$ cat config.mk
export PLATFORM = sky130hd
export DESIGN_NAME = pattern_playback
export DESIGN_NICKNAME = d
export VERILOG_FILES = /design/src/common/pattern_pkg.sv /design/src/hw/sync_edge.sv /design/src/hw/pattern_playback.sv
export SDC_FILE = /design/constraint.sdc
export NUM_CORES = 1
export LEC_CHECK = 0
export BUFFER_PORTS_ARGS = -buffer_cell sky130_fd_sc_hd__buf_2
export CORE_UTILIZATION = 49
export CTS_BUF_LIST = sky130_fd_sc_hd__clkbuf_16
export CTS_CLUSTER_DIAMETER = 50
export CTS_CLUSTER_SIZE = 24
export DETAILED_ROUTE_END_ITERATION = 8
export PLACE_DENSITY = 0.69
export SLEW_MARGIN = 20
export SYNTH_ARGS = -nofsm -noshare
export SYNTH_HDL_FRONTEND = slang
export SYNTH_SLANG_ARGS = --single-unit
$ cat constraint.sdc
create_clock -name clk -period 6.3 [get_ports clk]
set_input_delay 0.315 -clock clk [delete_from_list [all_inputs] [get_ports clk]]
set_output_delay 0.315 -clock clk [all_outputs]
set_load 0.02 [all_outputs]
$ cat src/common/pattern_pkg.sv
// Shared constants, types and helpers for the digital pattern playback core
// Notes on behaviour
// - Each rising sample clock edge puts the next 32-bit buffer word on the outputs.
// - Internal sample clock is programmable between 1 Hz and 50 MHz.
// - External clock works from DC upward, may stop; source stays at most 50 MHz.
// - Looping replays the stored pattern a programmed number of times.
// - An endless loop setting repeats the pattern until software stops it.
// - Software trigger by a control register write, once or periodically.
// - Software selects the external trigger input as trigger source by control bits.
// - Software polarity bit chooses rising or falling external trigger edge.
// - Retriggerable mode outputs the programmed number of pattern loops per accepted trigger.
// - Retriggerable mode re-arms in hardware when the last programmed loop of the pattern ends.
// - Record lengths are at least 8 double words.
// - Record lengths are multiples of 2 double words.
// - Buffer depths up to 8M words; address counters cover 8M locations.
// - A master card passes all synchronisation signals to up to 7 slaves.
// - Master drives its sample clock out; slave takes sample clock from master.
// - Internal or external clock is chosen by software, no jumper.
// - Control window is four consecutive aligned word locations.
package pattern_pkg;

  // Clock and rate limits
  localparam int          CLK_HZ   = 200_000_000;
  localparam int          F_MAX_HZ = 50_000_000;
  localparam int          F_MIN_HZ = 1;
  localparam logic [31:0] DIV_MIN  = 32'(CLK_HZ / F_MAX_HZ);
  localparam logic [31:0] DIV_MAX  = 32'(CLK_HZ / F_MIN_HZ);

  // Buffer geometry
  localparam int          DATA_W        = 32;
  localparam int          ADDR_W        = 23;
  localparam int          LEN_W         = 24;
  localparam int          LOOP_W        = 16;
  localparam logic [23:0] BUF_WORDS_MAX = 24'h800000;
  localparam logic [23:0] LEN_MIN       = 24'h000008;
  localparam int          MAX_SLAVES    = 7;

  // Register offsets (four aligned words)
  localparam logic [7:0] OFF_CTRL  = 8'h00;
  localparam logic [7:0] OFF_LEN   = 8'h04;
  localparam logic [7:0] OFF_LOOPS = 8'h08;
  localparam logic [7:0] OFF_DIV   = 8'h0C;

  // Reset values
  localparam logic [31:0] CTRL_RST  = 32'h00000000;
  localparam logic [23:0] LEN_RST   = 24'h000008;
  localparam logic [31:0] LOOPS_RST = 32'h00000001;
  localparam logic [31:0] DIV_RST   = 32'h00000004;

  // Field positions of the loop register and status bits in the control read
  localparam int LOOP_CNT_LSB = 0;
  localparam int PERIOD_LSB   = 16;
  localparam int STAT_ARMED   = 16;
  localparam int STAT_BUSY    = 17;

  // Bus answers
  localparam logic [1:0] RESP_OKAY   = 2'h0;
  localparam logic [1:0] RESP_SLVERR = 2'h2;

  typedef enum logic [1:0] {ROLE_INDEP, ROLE_MASTER, ROLE_SLAVE, ROLE_RSVD} role_type;
  typedef enum logic [1:0] {ST_IDLE, ST_ARMED, ST_RUN} play_state_type;

  // Control register layout, bit 0 at the bottom
  typedef struct packed {
    logic [21:0] unused;
    role_type    role;
    logic        trig_falling;
    logic        trig_ext;
    logic        ext_clk;
    logic        retrig;
    logic        periodic;
    logic        sw_trig;
    logic        arm;
    logic        run;
  } ctrl_type;

  // Byte-lane merge for write strobes
  function automatic logic [31:0] merge_bytes(input logic [31:0] old,
                                              input logic [31:0] nw,
                                              input logic [3:0]  strb);
    logic [31:0] r;
    r = old;
    for (int i = 0; i < 4; i++) begin
      if (strb[i]) r[8*i +: 8] = nw[8*i +: 8];
    end
    return r;
  endfunction : merge_bytes

  // Force a record length even, not below the minimum, not above the buffer
  function automatic logic [23:0] legal_len(input logic [31:0] v);
    logic [31:0] e;
    e = {v[31:1], 1'b0};
    if (e < {8'h00, LEN_MIN}) e = {8'h00, LEN_MIN};
    if (e > {8'h00, BUF_WORDS_MAX}) e = {8'h00, BUF_WORDS_MAX};
    return e[23:0];
  endfunction : legal_len

  // Keep the divider inside the legal rate band
  function automatic logic [31:0] clamp_div(input logic [31:0] v);
    logic [31:0] e;
    e = v;
    if (e < DIV_MIN) e = DIV_MIN;
    if (e > DIV_MAX) e = DIV_MAX;
    return e;
  endfunction : clamp_div

endpackage : pattern_pkg

$ cat src/hw/sync_edge.sv
// Two-flop synchroniser with edge detection for an asynchronous input
`timescale 1ns/10ps
module sync_edge (
  // Clock and reset
  input  wire logic clk,
  input  wire logic arst_n,
  // Asynchronous input
  input  wire logic async_in,
  // Synchronised level and one-cycle edge pulses
  output logic      level,
  output logic      rise,
  output logic      fall
);

  logic meta_reg;
  logic sync_reg;
  logic prev_reg;

  // The first flop feeds only the second, so metastability cannot spread
  always_ff @(posedge clk or negedge arst_n) begin
    if (!arst_n) begin
      meta_reg <= 1'b0;
      sync_reg <= 1'b0;
      prev_reg <= 1'b0;
    end else begin
      meta_reg <= async_in;
      sync_reg <= meta_reg;
      prev_reg <= sync_reg;
    end
  end

  // Edges come from the synchronised copy only
  assign level = sync_reg;
  assign rise  = sync_reg & ~prev_reg;
  assign fall  = ~sync_reg & prev_reg;

endmodule : sync_edge

$ cat src/hw/pattern_playback.sv
// Pattern playback core with AXI4-Lite control window
//
// Local design decisions: register access over AXI4-Lite and the register addresses.
`timescale 1ns/10ps
module pattern_playback (
  // Clock and reset
  input  wire logic                      clk,
  input  wire logic                      arst_n,
  // AXI4-Lite write channels
  input  wire logic [7:0]                s_axi_awaddr,
  input  wire logic                      s_axi_awvalid,
  output logic                           s_axi_awready,
  input  wire logic [31:0]               s_axi_wdata,
  input  wire logic [3:0]                s_axi_wstrb,
  input  wire logic                      s_axi_wvalid,
  output logic                           s_axi_wready,
  output logic [1:0]                     s_axi_bresp,
  output logic                           s_axi_bvalid,
  input  wire logic                      s_axi_bready,
  // AXI4-Lite read channels
  input  wire logic [7:0]                s_axi_araddr,
  input  wire logic                      s_axi_arvalid,
  output logic                           s_axi_arready,
  output logic [31:0]                    s_axi_rdata,
  output logic [1:0]                     s_axi_rresp,
  output logic                           s_axi_rvalid,
  input  wire logic                      s_axi_rready,
  // Pattern buffer read port, data one cycle after address
  output logic [pattern_pkg::ADDR_W-1:0] mem_addr,
  input  wire logic [pattern_pkg::DATA_W-1:0] mem_rdata,
  // Front-panel pins
  input  wire logic                      ext_clk_pin,
  input  wire logic                      ext_trig_pin,
  output logic [pattern_pkg::DATA_W-1:0] pattern_out,
  // Master/slave synchronisation
  input  wire logic                      sync_clk_in,
  input  wire logic                      sync_gate_in,
  output logic                           sync_clk_out,
  output logic                           sync_gate_out
);
  import pattern_pkg::*;

  // Bus slave state
  logic                 aw_held_reg, w_held_reg, bvalid_reg, rvalid_reg;
  logic [7:0]           aw_addr_reg;
  logic [31:0]          w_data_reg, rdata_reg;
  logic [3:0]           w_strb_reg;
  logic [1:0]           bresp_reg, rresp_reg;
  // Configuration
  ctrl_type             ctrl_reg;
  logic [LEN_W-1:0]     len_reg;
  logic [31:0]          loops_reg;
  logic [31:0]          div_reg;
  // Playback state
  play_state_type       state_reg, state_next;
  logic [ADDR_W-1:0]    addr_reg;
  logic [LOOP_W-1:0]    loop_cnt_reg, per_cnt_reg;
  logic [31:0]          div_cnt_reg;
  logic [DATA_W-1:0]    pattern_out_reg;
  logic                 sclk_d1_reg, sync_clk_out_reg, sync_gate_out_reg;

  // Synchronised pins
  logic ext_clk_rise, etrig_rise, etrig_fall, sclk_rise, sgate_rise;

  sync_edge u_ext_clk (.clk(clk), .arst_n(arst_n), .async_in(ext_clk_pin),
                       .level(), .rise(ext_clk_rise), .fall());
  sync_edge u_ext_trig (.clk(clk), .arst_n(arst_n), .async_in(ext_trig_pin),
                        .level(), .rise(etrig_rise), .fall(etrig_fall));
  sync_edge u_sync_clk (.clk(clk), .arst_n(arst_n), .async_in(sync_clk_in),
                        .level(), .rise(sclk_rise), .fall());
  sync_edge u_sync_gate (.clk(clk), .arst_n(arst_n), .async_in(sync_gate_in),
                         .level(), .rise(sgate_rise), .fall());

  // Write decode: one write performed once address and data are both held
  wire        do_write = aw_held_reg & w_held_reg & ~bvalid_reg;
  wire [7:0]  aw_word  = {aw_addr_reg[7:2], 2'b00};
  wire        wr_ctrl  = do_write & (aw_word == OFF_CTRL);
  wire        wr_len   = do_write & (aw_word == OFF_LEN);
  wire        wr_loops = do_write & (aw_word == OFF_LOOPS);
  wire        wr_div   = do_write & (aw_word == OFF_DIV);
  wire        wr_hit   = wr_ctrl | wr_len | wr_loops | wr_div;
  wire [31:0] ctrl_new = merge_bytes(32'(ctrl_reg), w_data_reg, w_strb_reg);
  wire        arm_req  = wr_ctrl & ctrl_new[1];
  wire        sw_trig  = wr_ctrl & ctrl_new[2];

  assign s_axi_awready = ~aw_held_reg;
  assign s_axi_wready  = ~w_held_reg;
  assign s_axi_bvalid  = bvalid_reg;
  assign s_axi_bresp   = bresp_reg;

  // Write channels may arrive in either order; response after both
  always_ff @(posedge clk or negedge arst_n) begin
    if (!arst_n) begin
      aw_held_reg <= 1'b0;
      w_held_reg  <= 1'b0;
      aw_addr_reg <= 8'h00;
      w_data_reg  <= 32'h00000000;
      w_strb_reg  <= 4'h0;
      bvalid_reg  <= 1'b0;
      bresp_reg   <= RESP_OKAY;
    end else begin
      if (s_axi_awvalid && !aw_held_reg) begin
        aw_held_reg <= 1'b1;
        aw_addr_reg <= s_axi_awaddr;
      end
      if (s_axi_wvalid && !w_held_reg) begin
        w_held_reg <= 1'b1;
        w_data_reg <= s_axi_wdata;
        w_strb_reg <= s_axi_wstrb;
      end
      if (do_write) begin
        aw_held_reg <= 1'b0;
        w_held_reg  <= 1'b0;
        bvalid_reg  <= 1'b1;
        bresp_reg   <= wr_hit ? RESP_OKAY : RESP_SLVERR;
      end else if (bvalid_reg && s_axi_bready) begin
        bvalid_reg <= 1'b0;
      end
    end
  end

  // Configuration registers; arm and trigger bits act as pulses, never stored
  always_ff @(posedge clk or negedge arst_n) begin
    if (!arst_n) begin
      ctrl_reg  <= ctrl_type'(CTRL_RST);
      len_reg   <= LEN_RST;
      loops_reg <= LOOPS_RST;
      div_reg   <= DIV_RST;
    end else begin
      if (wr_ctrl) ctrl_reg <= ctrl_type'({ctrl_new[31:3], 2'b00, ctrl_new[0]});
      if (wr_len) len_reg <= legal_len(merge_bytes({8'h00, len_reg}, w_data_reg,
                                                   w_strb_reg));
      if (wr_loops) loops_reg <= merge_bytes(loops_reg, w_data_reg, w_strb_reg);
      if (wr_div) div_reg <= clamp_div(merge_bytes(div_reg, w_data_reg, w_strb_reg));
    end
  end

  // Read decode; unmapped words answer SLVERR with zero data
  wire [7:0]  ar_word = {s_axi_araddr[7:2], 2'b00};
  wire [31:0] ctrl_rd = {14'h0000, state_reg == ST_RUN, state_reg == ST_ARMED,
                         ctrl_reg[15:0]};
  wire        rd_hit  = (ar_word == OFF_CTRL) | (ar_word == OFF_LEN) |
                        (ar_word == OFF_LOOPS) | (ar_word == OFF_DIV);
  wire [31:0] rd_mux  = (ar_word == OFF_CTRL)  ? ctrl_rd :
                        (ar_word == OFF_LEN)   ? {8'h00, len_reg} :
                        (ar_word == OFF_LOOPS) ? loops_reg :
                        (ar_word == OFF_DIV)   ? div_reg : 32'h00000000;

  assign s_axi_arready = ~rvalid_reg;
  assign s_axi_rvalid  = rvalid_reg;
  assign s_axi_rdata   = rdata_reg;
  assign s_axi_rresp   = rresp_reg;

  // Read answer one cycle after the address is taken
  always_ff @(posedge clk or negedge arst_n) begin
    if (!arst_n) begin
      rvalid_reg <= 1'b0;
      rdata_reg  <= 32'h00000000;
      rresp_reg  <= RESP_OKAY;
    end else if (s_axi_arvalid && !rvalid_reg) begin
      rvalid_reg <= 1'b1;
      rdata_reg  <= rd_mux;
      rresp_reg  <= rd_hit ? RESP_OKAY : RESP_SLVERR;
    end else if (rvalid_reg && s_axi_rready) begin
      rvalid_reg <= 1'b0;
    end
  end

  // Sample clock source: slave follows master, else external or divider
  wire role_slave  = (ctrl_reg.role == ROLE_SLAVE);
  wire role_master = (ctrl_reg.role == ROLE_MASTER);
  wire int_tick    = (div_cnt_reg >= div_reg - 32'h1);
  wire tick        = role_slave ? sclk_rise :
                     ctrl_reg.ext_clk ? ext_clk_rise : int_tick;

  // Free-running divider; compare by >= so a smaller new divider cannot stall it
  always_ff @(posedge clk or negedge arst_n) begin
    if (!arst_n) div_cnt_reg <= 32'h00000000;
    else div_cnt_reg <= int_tick ? 32'h00000000 : div_cnt_reg + 32'h1;
  end

  // Trigger selection
  wire [LOOP_W-1:0] period    = loops_reg[PERIOD_LSB +: LOOP_W];
  wire [LOOP_W-1:0] loops_set = loops_reg[LOOP_CNT_LSB +: LOOP_W];
  wire trig_edge = ctrl_reg.trig_falling ? etrig_fall : etrig_rise;
  wire per_fire  = (state_reg == ST_ARMED) & ctrl_reg.periodic & tick &
                   ((period == 16'h0000) | (per_cnt_reg + 16'h1 >= period));
  wire trig_any  = role_slave ? sgate_rise :
                   ctrl_reg.trig_ext ? trig_edge : (sw_trig | per_fire);
  wire accept    = (state_reg == ST_ARMED) & trig_any & ctrl_reg.run;

  // End-of-record and end-of-run decode
  wire last_word  = tick & ({1'b0, addr_reg} == len_reg - 24'h1);
  wire endless    = (loops_set == 16'h0000);
  wire final_loop = ~endless & (loop_cnt_reg + 16'h1 >= loops_set);
  wire rearm      = ctrl_reg.retrig | ctrl_reg.periodic;

  // Playback sequencer
  always_comb begin
    state_next = state_reg;
    case (state_reg)
      ST_IDLE: begin
        if (arm_req && ctrl_reg.run) state_next = ST_ARMED;
      end
      ST_ARMED: begin
        if (!ctrl_reg.run) state_next = ST_IDLE;
        else if (accept) state_next = ST_RUN;
      end
      ST_RUN: begin
        if (!ctrl_reg.run) state_next = ST_IDLE;
        else if (last_word && final_loop) begin
          state_next = rearm ? ST_ARMED : ST_IDLE;
        end
      end
      default: state_next = ST_IDLE;
    endcase
  end

  always_ff @(posedge clk or negedge arst_n) begin
    if (!arst_n) state_reg <= ST_IDLE;
    else state_reg <= state_next;
  end

  // Address and loop counters; the address parks at zero when idle, so the
  // first word is already fetched when the next trigger comes
  always_ff @(posedge clk or negedge arst_n) begin
    if (!arst_n) begin
      addr_reg     <= '0;
      loop_cnt_reg <= '0;
    end else if (state_reg != ST_RUN || !ctrl_reg.run) begin
      addr_reg     <= '0;
      loop_cnt_reg <= '0;
    end else if (tick) begin
      addr_reg     <= last_word ? '0 : addr_reg + 23'h1;
      loop_cnt_reg <= last_word ? loop_cnt_reg + 16'h1 : loop_cnt_reg;
    end
  end

  // Output word changes only on a sample edge while running
  always_ff @(posedge clk or negedge arst_n) begin
    if (!arst_n) pattern_out_reg <= '0;
    else if (state_reg == ST_RUN && ctrl_reg.run && tick) pattern_out_reg <= mem_rdata;
  end

  // Periodic software trigger counts sample edges while armed
  always_ff @(posedge clk or negedge arst_n) begin
    if (!arst_n) per_cnt_reg <= '0;
    else if (state_reg != ST_ARMED || per_fire) per_cnt_reg <= '0;
    else if (tick) per_cnt_reg <= per_cnt_reg + 16'h1;
  end

  // Master drives a two-cycle-wide clock pulse and a gate; slaves see both
  // through their own synchronisers, a fixed skew of a few cycles
  always_ff @(posedge clk or negedge arst_n) begin
    if (!arst_n) begin
      sclk_d1_reg       <= 1'b0;
      sync_clk_out_reg  <= 1'b0;
      sync_gate_out_reg <= 1'b0;
    end else begin
      sclk_d1_reg       <= tick;
      sync_clk_out_reg  <= role_master & (tick | sclk_d1_reg);
      sync_gate_out_reg <= role_master & (state_reg == ST_RUN);
    end
  end

  assign mem_addr      = addr_reg;
  assign pattern_out   = pattern_out_reg;
  assign sync_clk_out  = sync_clk_out_reg;
  assign sync_gate_out = sync_gate_out_reg;
endmodule : pattern_playback

# [Word level (Yosys, flattened, before mapping)]
# Index checks and enable logic that the tools add are counted.
# Widths: inputs -> output; s select.
[word_totals] out_inout_bits=98 elab_cells=209 inputBits=95 regBits=322
[op_classes] n_reduce_logical=35 magnitude_cmp=7 bitwise_logic=42 mux=58 eq_ne=16 n_addsub=6
[ops] op="$mux 32" n=10
[ops] op="$mux 8" n=16
[ops] op="$mux 16" n=5
[ops] op="$mux 23" n=3
[ops] op="$add 16x1->16 const B" n=2
[ops] op="$add 32x1->32 const B" n=1
[ops] op="$ge 16x16->1" n=2
[ops] op="$ge 32x32->1" n=1
[ops] op="$gt 32x24->1 const B" n=1
[ops] op="$gt 32x28->1 const B" n=1
[ops] op="$logic_not 16->1" n=2
[ops] op="$lt 32x3->1 const B" n=1
[ops] op="$lt 32x4->1 const B" n=1
[ops] op="$sub 32x1->32 const B" n=1
[ops] op="$eq 23x24->1" n=1
[ops] op="$eq 6x2->1 const B" n=4
[ops] op="$mux 24" n=1
[ops] op="$sub 24x1->24 const B" n=1
[ops] op="$add 23x1->23 const B" n=1
[ops] op="$and 1x1->1" n=22
[ops] op="$logic_not 8->1" n=2
[ops] op="$mux 1" n=14
[ops] op="$mux 2" n=7
[ops] op="$reduce_and 2->1" n=7
[ops] op="16 further kinds" n=57

# [Longest topological paths before layout]
[logic_depth] word_depth=14 depth_mapped=20 ltp_nobuf=19

# [Hierarchy]
# Synthesis repeated with hierarchy kept, for this count alone.
[hier_totals] cells_unflattened=1822 area_unflattened_um2=17516.8
[by_module_without_submodules] module="pattern_playback" instances=1 seq_area_each_um2=7636.1 cells_each=1802 area_each_um2=17156.5
[by_module_without_submodules] module="sync_edge" instances=4 seq_area_each_um2=75.1 cells_each=5 area_each_um2=90.1

# [Worst setup path after synthesis]
# OpenSTA, ideal clock, no wires.
[synth_timing] path_type="register -> register" start="reg div_reg[3]" end="reg pattern_out_reg[10] (netlist: pattern_out[10])" setup_slack_ns=0.996 stages_incl_launch_ff=18 arrival_time_ns=5.179 setup_time_ns=0.125 synth_period_minus_slack_ns=5.304 path_buffers=1 t_required_ns=6.175 path_cell_list="dfrtp_1 -> nor4_1 -> nand3_1 -> or4_1 -> or4_1 -> nor4_1 -> nand3b_1 -> nor3_1 -> xnor2_1 -> ha_1 -> nand4_1 -> nor4_1 -> nand2_1 -> a31oi_1 -> o21ai_1 -> nor2_1 -> clkbuf_1 -> mux2_2"
[synth_via] elab_chain_len=5
[synth_lines] item="start, declared" line_no="pattern_playback.sv:53" text="logic [31:0] div_reg;"
[synth_lines] item="start signal, assigned" line_no="pattern_playback.sv:134" text="if (wr_div) div_reg <= clamp_div(merge_bytes(div_reg, w_data_reg, w_strb_reg));"
[synth_lines] item="$sub 32x1->32" line_no="pattern_playback.sv:172" text="wire int_tick = (div_cnt_reg >= div_reg - 32'h1);"
[synth_lines] item="$ge 32x32->1" line_no="pattern_playback.sv:172"
[synth_lines] item="$mux 1" line_no="pattern_playback.sv:174" text="ctrl_reg.ext_clk ? ext_clk_rise : int_tick;"
[synth_lines] item="$mux 1" line_no="pattern_playback.sv:173" text="wire tick = role_slave ? sclk_rise :"
[synth_lines] item="$logic_and 1x1->1" line_no="pattern_playback.sv:242" text="else if (state_reg == ST_RUN && ctrl_reg.run && tick) pattern_out_reg <= mem_rdata;"
[synth_lines] item="end signal, assigned" line_no="pattern_playback.sv:242"
[synth_lines] item="end, declared" line_no="pattern_playback.sv:59" text="logic [DATA_W-1:0] pattern_out_reg;"
# No other way between the ends.
# A chain may end at the register's enable or synchronous reset.

# [Worst setup path after layout]
[layout_timing] start="reg div_reg[3]" end="reg addr_reg[19] (netlist: mem_addr[19])"
[layout_via] elab_chain_len=8 word_cells_on_any_way=9 classes_between="add/sub: 1; order compare: 1; mux: 5; bitwise: 1; reduce/logical: 1"
[layout_lines] item="$sub 32x1->32 (*)" line_no="pattern_playback.sv:172"
[layout_lines] item="$ge 32x32->1 (*)" line_no="pattern_playback.sv:172"
[layout_lines] item="$mux 1 (*)" line_no="pattern_playback.sv:174"
[layout_lines] item="$mux 1 (*)" line_no="pattern_playback.sv:173"
[layout_lines] item="$and 1x1->1" line_no="pattern_playback.sv:193" text="wire last_word = tick & ({1'b0, addr_reg} == len_reg - 24'h1);"
[layout_lines] item="$mux 23" line_no="pattern_playback.sv:234" text="addr_reg <= last_word ? '0 : addr_reg + 23'h1;"
[layout_lines] item="$mux 23" line_no="pattern_playback.sv:233" text="end else if (tick) begin"
[layout_lines] item="$mux 23" line_no="pattern_playback.sv:230" text="end else if (state_reg != ST_RUN || !ctrl_reg.run) begin"
[layout_lines] item="end signal, assigned" line_no="pattern_playback.sv:234"
[layout_lines] item="end, declared" line_no="pattern_playback.sv:56" text="logic [ADDR_W-1:0] addr_reg;"
# Mark *: on every way between the ends. The rest lies on a longest branch, timed or not. The select of a mux whose other input is x is not followed.

==> impl_table.tex <==
\begin{tabular}{lr}
\hline
Metric & Value \\
\hline
\multicolumn{2}{l}{\textbf{Logic synthesis}} \\
Dominant register cell in the synthesized netlist & sky130\_fd\_sc\_hd\_\_dfrtp\_1 \\
Proportion of register bits with asynchronous set or reset after synthesis & 100.0\% \\
Warning count from the yosys run & 0 \\
Synth top area cells & sky130\_fd\_sc\_hd\_\_dfrtp\_1 45\%, sky130\_fd\_sc\_hd\_\_mux2\_2 8.1\%, sky130\_fd\_sc\_hd\_\_ha\_1 5.1\% \\
Mean Syn Cell Area & 10.41 µm² \\
Count of unique library cells instantiated by Yosys & 75 \\
Library cell occupying the most area in the post-synthesis netlist & sky130\_fd\_sc\_hd\_\_dfrtp\_1 \\
Share of Yosys cell area claimed by the top area cell type & 45.44\% \\
Gate count of the mapped netlist & approximately 1700 \\
Sequential area share after synthesis & 45.90\% \\
Number of synthesized flops with an enable pin & 0 \\
Flops \& latches, synth & around 320 \\
Area of the mapped netlist & around 0.017 mm² \\
\multicolumn{2}{l}{\textbf{Placed design}} \\
Dpl cells & $\sim$2200 \\
Final weighted congestion in routability-driven placement & 0.8945 \\
Estimated wirelength of the detail-placed design & 33050 µm \\
Placed inst area & 0.01867 mm² \\
Count of buffers from port buffering & roughly 190 \\
\multicolumn{2}{l}{\textbf{Final layout}} \\
Syn-to-layout area delta & 15.93\% \\
Final \#Nets & 2002 \\
Non-Filler Cell Area, Final & 0.02005 mm² \\
Fill cell count & 3030 \\
Share of final-layout standard cells stronger than drive strength 1 & 22.77\% \\
Core Util, Final & 57.89\% \\
Post-route non-filler standard cell count & between 2000 and 2500 \\
Leading cell types in the layout, fill and taps excluded & 314 x sky130\_fd\_sc\_hd\_\_dfrtp\_1, 185 x sky130\_fd\_sc\_hd\_\_buf\_2, 141 x sky130\_fd\_sc\_hd\_\_nor2\_1, 125 x sky130\_fd\_sc\_hd\_\_mux2\_2, 112 x sky130\_fd\_sc\_hd\_\_nand2\_1 \\
Most common cell after layout, fill and taps aside & sky130\_fd\_sc\_hd\_\_dfrtp\_1 \\
\multicolumn{2}{l}{\textbf{STA}} \\
Total Negative Setup Slacks & 0 ns \\
Final Setup Violations & 0 \\
Post-route minimum period & 5.670 ns \\
Unrepaired setup endpoints after global routing & no \\
Highest clock rate & 176.4 MHz \\
Setup skew after layout & 0.04004 ns \\
Normalized max-slew margin & 36.06\% \\
Final-report hold violation count & 0 \\
Transition time of the tightest slew-check pin & 0.9504 ns \\
Number of max-slew violations in the final report & 0 \\
Period utilization & 90.01\% \\
\multicolumn{2}{l}{\textbf{Run status}} \\
Result of the run & completed \\
\multicolumn{2}{l}{\textbf{Pwr}} \\
Portion of total power attributed to sequential cells & 36.4\% \\
Cell area power density & roughly 430 mW/mm² \\
NetSw & between 3000 and 4000 µW \\
Switching share of power & 39.78\% \\
Internal power contribution & 5196 µW \\
Post-route total power & about 8600 µW \\
Portion of total power attributed to the clock network & 25.1\% \\
Portion of total power attributed to combinational logic & 38.5\% \\
Leakage power figure & 0.009275 µW \\
Maximum ir drop on the vdd rail & 0.2420 mV \\
\multicolumn{2}{l}{\textbf{Floorplanning}} \\
Site row count & 68 \\
Initial cell density of the core & around 50\% \\
Floorplan die height & $\sim$190 µm \\
Core region area & between 0.03 and 0.04 mm² \\
Die Width & 189.9 µm \\
Total I/O pin count & 193 \\
Full die area & between 0.03 and 0.04 mm² \\
\multicolumn{2}{l}{\textbf{Flow run}} \\
Maxcap violations & 0 \\
\multicolumn{2}{l}{\textbf{Route}} \\
Total iterations of the first detailed-routing run & 5 \\
Post-DR wirelength/cell & 19.77 µm \\
Detailed Route WL & 45840 µm \\
Routed Antenna Nets & 0 \\
Iter 0 DRT Violations & 1101 \\
Post-route DRC & 0 \\
Vias per cell & 5.978 \\
Total via count in the routed design & 13860 \\
\multicolumn{2}{l}{\textbf{GRT}} \\
Wire length of the first global-routing pass & 73680 µm \\
Most Crowded Layer GR & met2 \\
Antenna violations before repair & 4 \\
GRT met3 Usage & around 5\% \\
GRT Overall Usage & 25.83\% \\
Global Route met2 Usage & 42.06\% \\
GRT Residual Overflow & 0 \\
Via count of the first global-routing pass & between 10000 and 15000 \\
Pin count of the biggest net entering global routing & 138 \\
GR Layer Usage met1 & between 30\% and 40\% \\
\multicolumn{2}{l}{\textbf{Setup path}} \\
Buffer and inverter count on the worst path & 2 \\
Critical setup path kind & flip-flop to flip-flop \\
Data arrival time at the worst-slack endpoint & roughly 6.1 ns \\
Critical path cell sequence & nor4\_2 -> nand3\_1 -> or4\_1 -> or4\_1 -> nor4\_1 -> buf\_4 -> nand3b\_1 -> nor3\_1 -> xnor2\_1 -> ha\_1 -> nand4\_1 -> nor4\_1 -> nand2\_1 -> a31oi\_1 -> o21ai\_4 -> buf\_4 -> a2111oi\_0 -> xnor2\_1 -> nor2\_1 \\
Critical path fanouts, max & 27 \\
Critical Path Start Type & flip-flop \\
Data required, critical path & 6.71 ns \\
Top Family by Delay on Critical Path & simple AND/OR/NAND/NOR gates \\
Crit-path max cell delay & 0.55 ns \\
Cell with the largest stage delay on the worst path & sky130\_fd\_sc\_hd\_\_a2111oi\_0 \\
Endpoint kind of the worst setup timing path & flip-flop \\
\multicolumn{2}{l}{\textbf{Clock network}} \\
TritonCTS buffer count & 36 \\
Worst-path clk slew & around 0.08 ns \\
Number of clock sinks & 317 \\
Root Buffer Master & sky130\_fd\_sc\_hd\_\_clkbuf\_16 \\
Skew-Pair Late Insertion Delay & 0.54 ns \\
Htree depth & 2 \\
CTS tree & built \\
Deepest clock path buffer count & 3 \\
\multicolumn{2}{l}{\textbf{Worst hold path}} \\
Worst hold-check path type & input pin to flip-flop \\
\hline
\end{tabular}
-- area by class of cell --
cell class              count  area [µm²]  share of cell area (%)
inverters                  63       236.5                   1.180
well taps                 455       569.3                   2.840
repair buffers            219        1261                   6.291
clock buffers              37       925.9                   4.619
diodes                      2       5.005                 0.02497
flip-flops and latches    317        7936                   39.59
multi-input cells        1200        8821                   44.00
clock inverters            26       291.5                   1.454
-- kinds of logic after synthesis --
family	after synthesis	share of synthesized area, %
buffers and inverters	145	3.336
and+or+nand+nor	524	15.23
other	1	0.02169
AOI/OAI and AO/OA	316	12.79
adders and majority gates	70	5.065
xor gates and xnor gates	139	7.041
DFF	317	45.90
muxes	149	10.62
-- power groups by stage --
stage,Sequential (µW),Clock [µW],Combinational (µW)
after floorplan,2750,0,2670
after global placement,3130,0,3150
after detailed placement,3150,0,3260
after CTS,3110,2200,3300
after global routing,3180,2280,3720
final,3140,2170,3320
-- metal layers --
layer,wire [µm],vias to the layer above
met5,0,-
met4,1495,0
met3,3559,102
met2,21270,549
met1,19510,6809
li1,-,6402
-- worst paths after layout --
kind	depth (start not counted)	start	to	slack [ns]
worst max-delay path	19	div_reg[3]	mem_addr[19]	0.63
worst min-delay path	2	s_axi_wstrb[0]	w_strb_reg[0]	0.007
worst max register to register	19	div_reg[3]	mem_addr[19]	0.63
worst min register to register	0	u_ext_trig.meta_reg	u_ext_trig.level	0.35
max in group asynchronous	3	arst_n	pattern_out[29]	4.29
min in group asynchronous	2	arst_n	div_reg[19]	0.44
-- per-stage QoR --
| stage | worst slack [ns] | hold slack [ns] |
|---|---|---|
| 6_report | 0.6296 | 0.007322 |
| 5_1_grt | 0.1348 | 0.001556 |
| 4_1_cts | 0.5336 | 0.00008715 |
| 3_5_place_dp | 0.5722 | 0.3347 |
| 3_3_place_gp | 0.6715 | 0.3333 |
| 2_1_floorplan | 0.9963 | 0.01941 |
-- repair_timing --
| item | CTS | global route |
|---|---|---|
| hold endpoints to repair | 123 | 0 |
| hold buffers | 14 | 0 |
| setup endpoints to repair | 0 | 1 |
| setup buffers | 0 | 0 |
| resized for setup | 0 | 1 |
-- Yosys cell counts (8+ instances only) --
| master | n |
|---|---|
| sky130_fd_sc_hd__buf_1 | 9 |
| sky130_fd_sc_hd__mux2_2 | 125 |
| sky130_fd_sc_hd__nor2_1 | 142 |
| sky130_fd_sc_hd__a21o_1 | 15 |
| sky130_fd_sc_hd__nor2b_1 | 15 |
| sky130_fd_sc_hd__xor2_1 | 57 |
| sky130_fd_sc_hd__nand4_1 | 29 |
| sky130_fd_sc_hd__and3_1 | 17 |
| sky130_fd_sc_hd__nand2b_1 | 9 |
| sky130_fd_sc_hd__or4_1 | 22 |
| sky130_fd_sc_hd__or3_1 | 16 |
| sky130_fd_sc_hd__xnor2_1 | 82 |
| sky130_fd_sc_hd__nand3_1 | 47 |
| sky130_fd_sc_hd__mux2i_1 | 9 |
| sky130_fd_sc_hd__o21ai_0 | 68 |
| sky130_fd_sc_hd__buf_2 | 8 |
| sky130_fd_sc_hd__inv_1 | 63 |
| sky130_fd_sc_hd__or2_2 | 8 |
| sky130_fd_sc_hd__nor4_1 | 33 |
| sky130_fd_sc_hd__nand2_1 | 112 |
| sky130_fd_sc_hd__a21oi_1 | 60 |
| sky130_fd_sc_hd__a22oi_1 | 22 |
| sky130_fd_sc_hd__nor3_1 | 36 |
| sky130_fd_sc_hd__and2_1 | 10 |
| sky130_fd_sc_hd__a32o_1 | 20 |
| sky130_fd_sc_hd__mux4_2 | 15 |
| sky130_fd_sc_hd__o22a_1 | 10 |
| sky130_fd_sc_hd__clkbuf_1 | 61 |
| sky130_fd_sc_hd__a211oi_1 | 10 |
| sky130_fd_sc_hd__o31ai_1 | 10 |
| sky130_fd_sc_hd__a22o_1 | 33 |
| sky130_fd_sc_hd__dfrtp_1 | 314 |
| sky130_fd_sc_hd__ha_1 | 70 |
No activity file was read; power rests on OpenSTA's default activity.
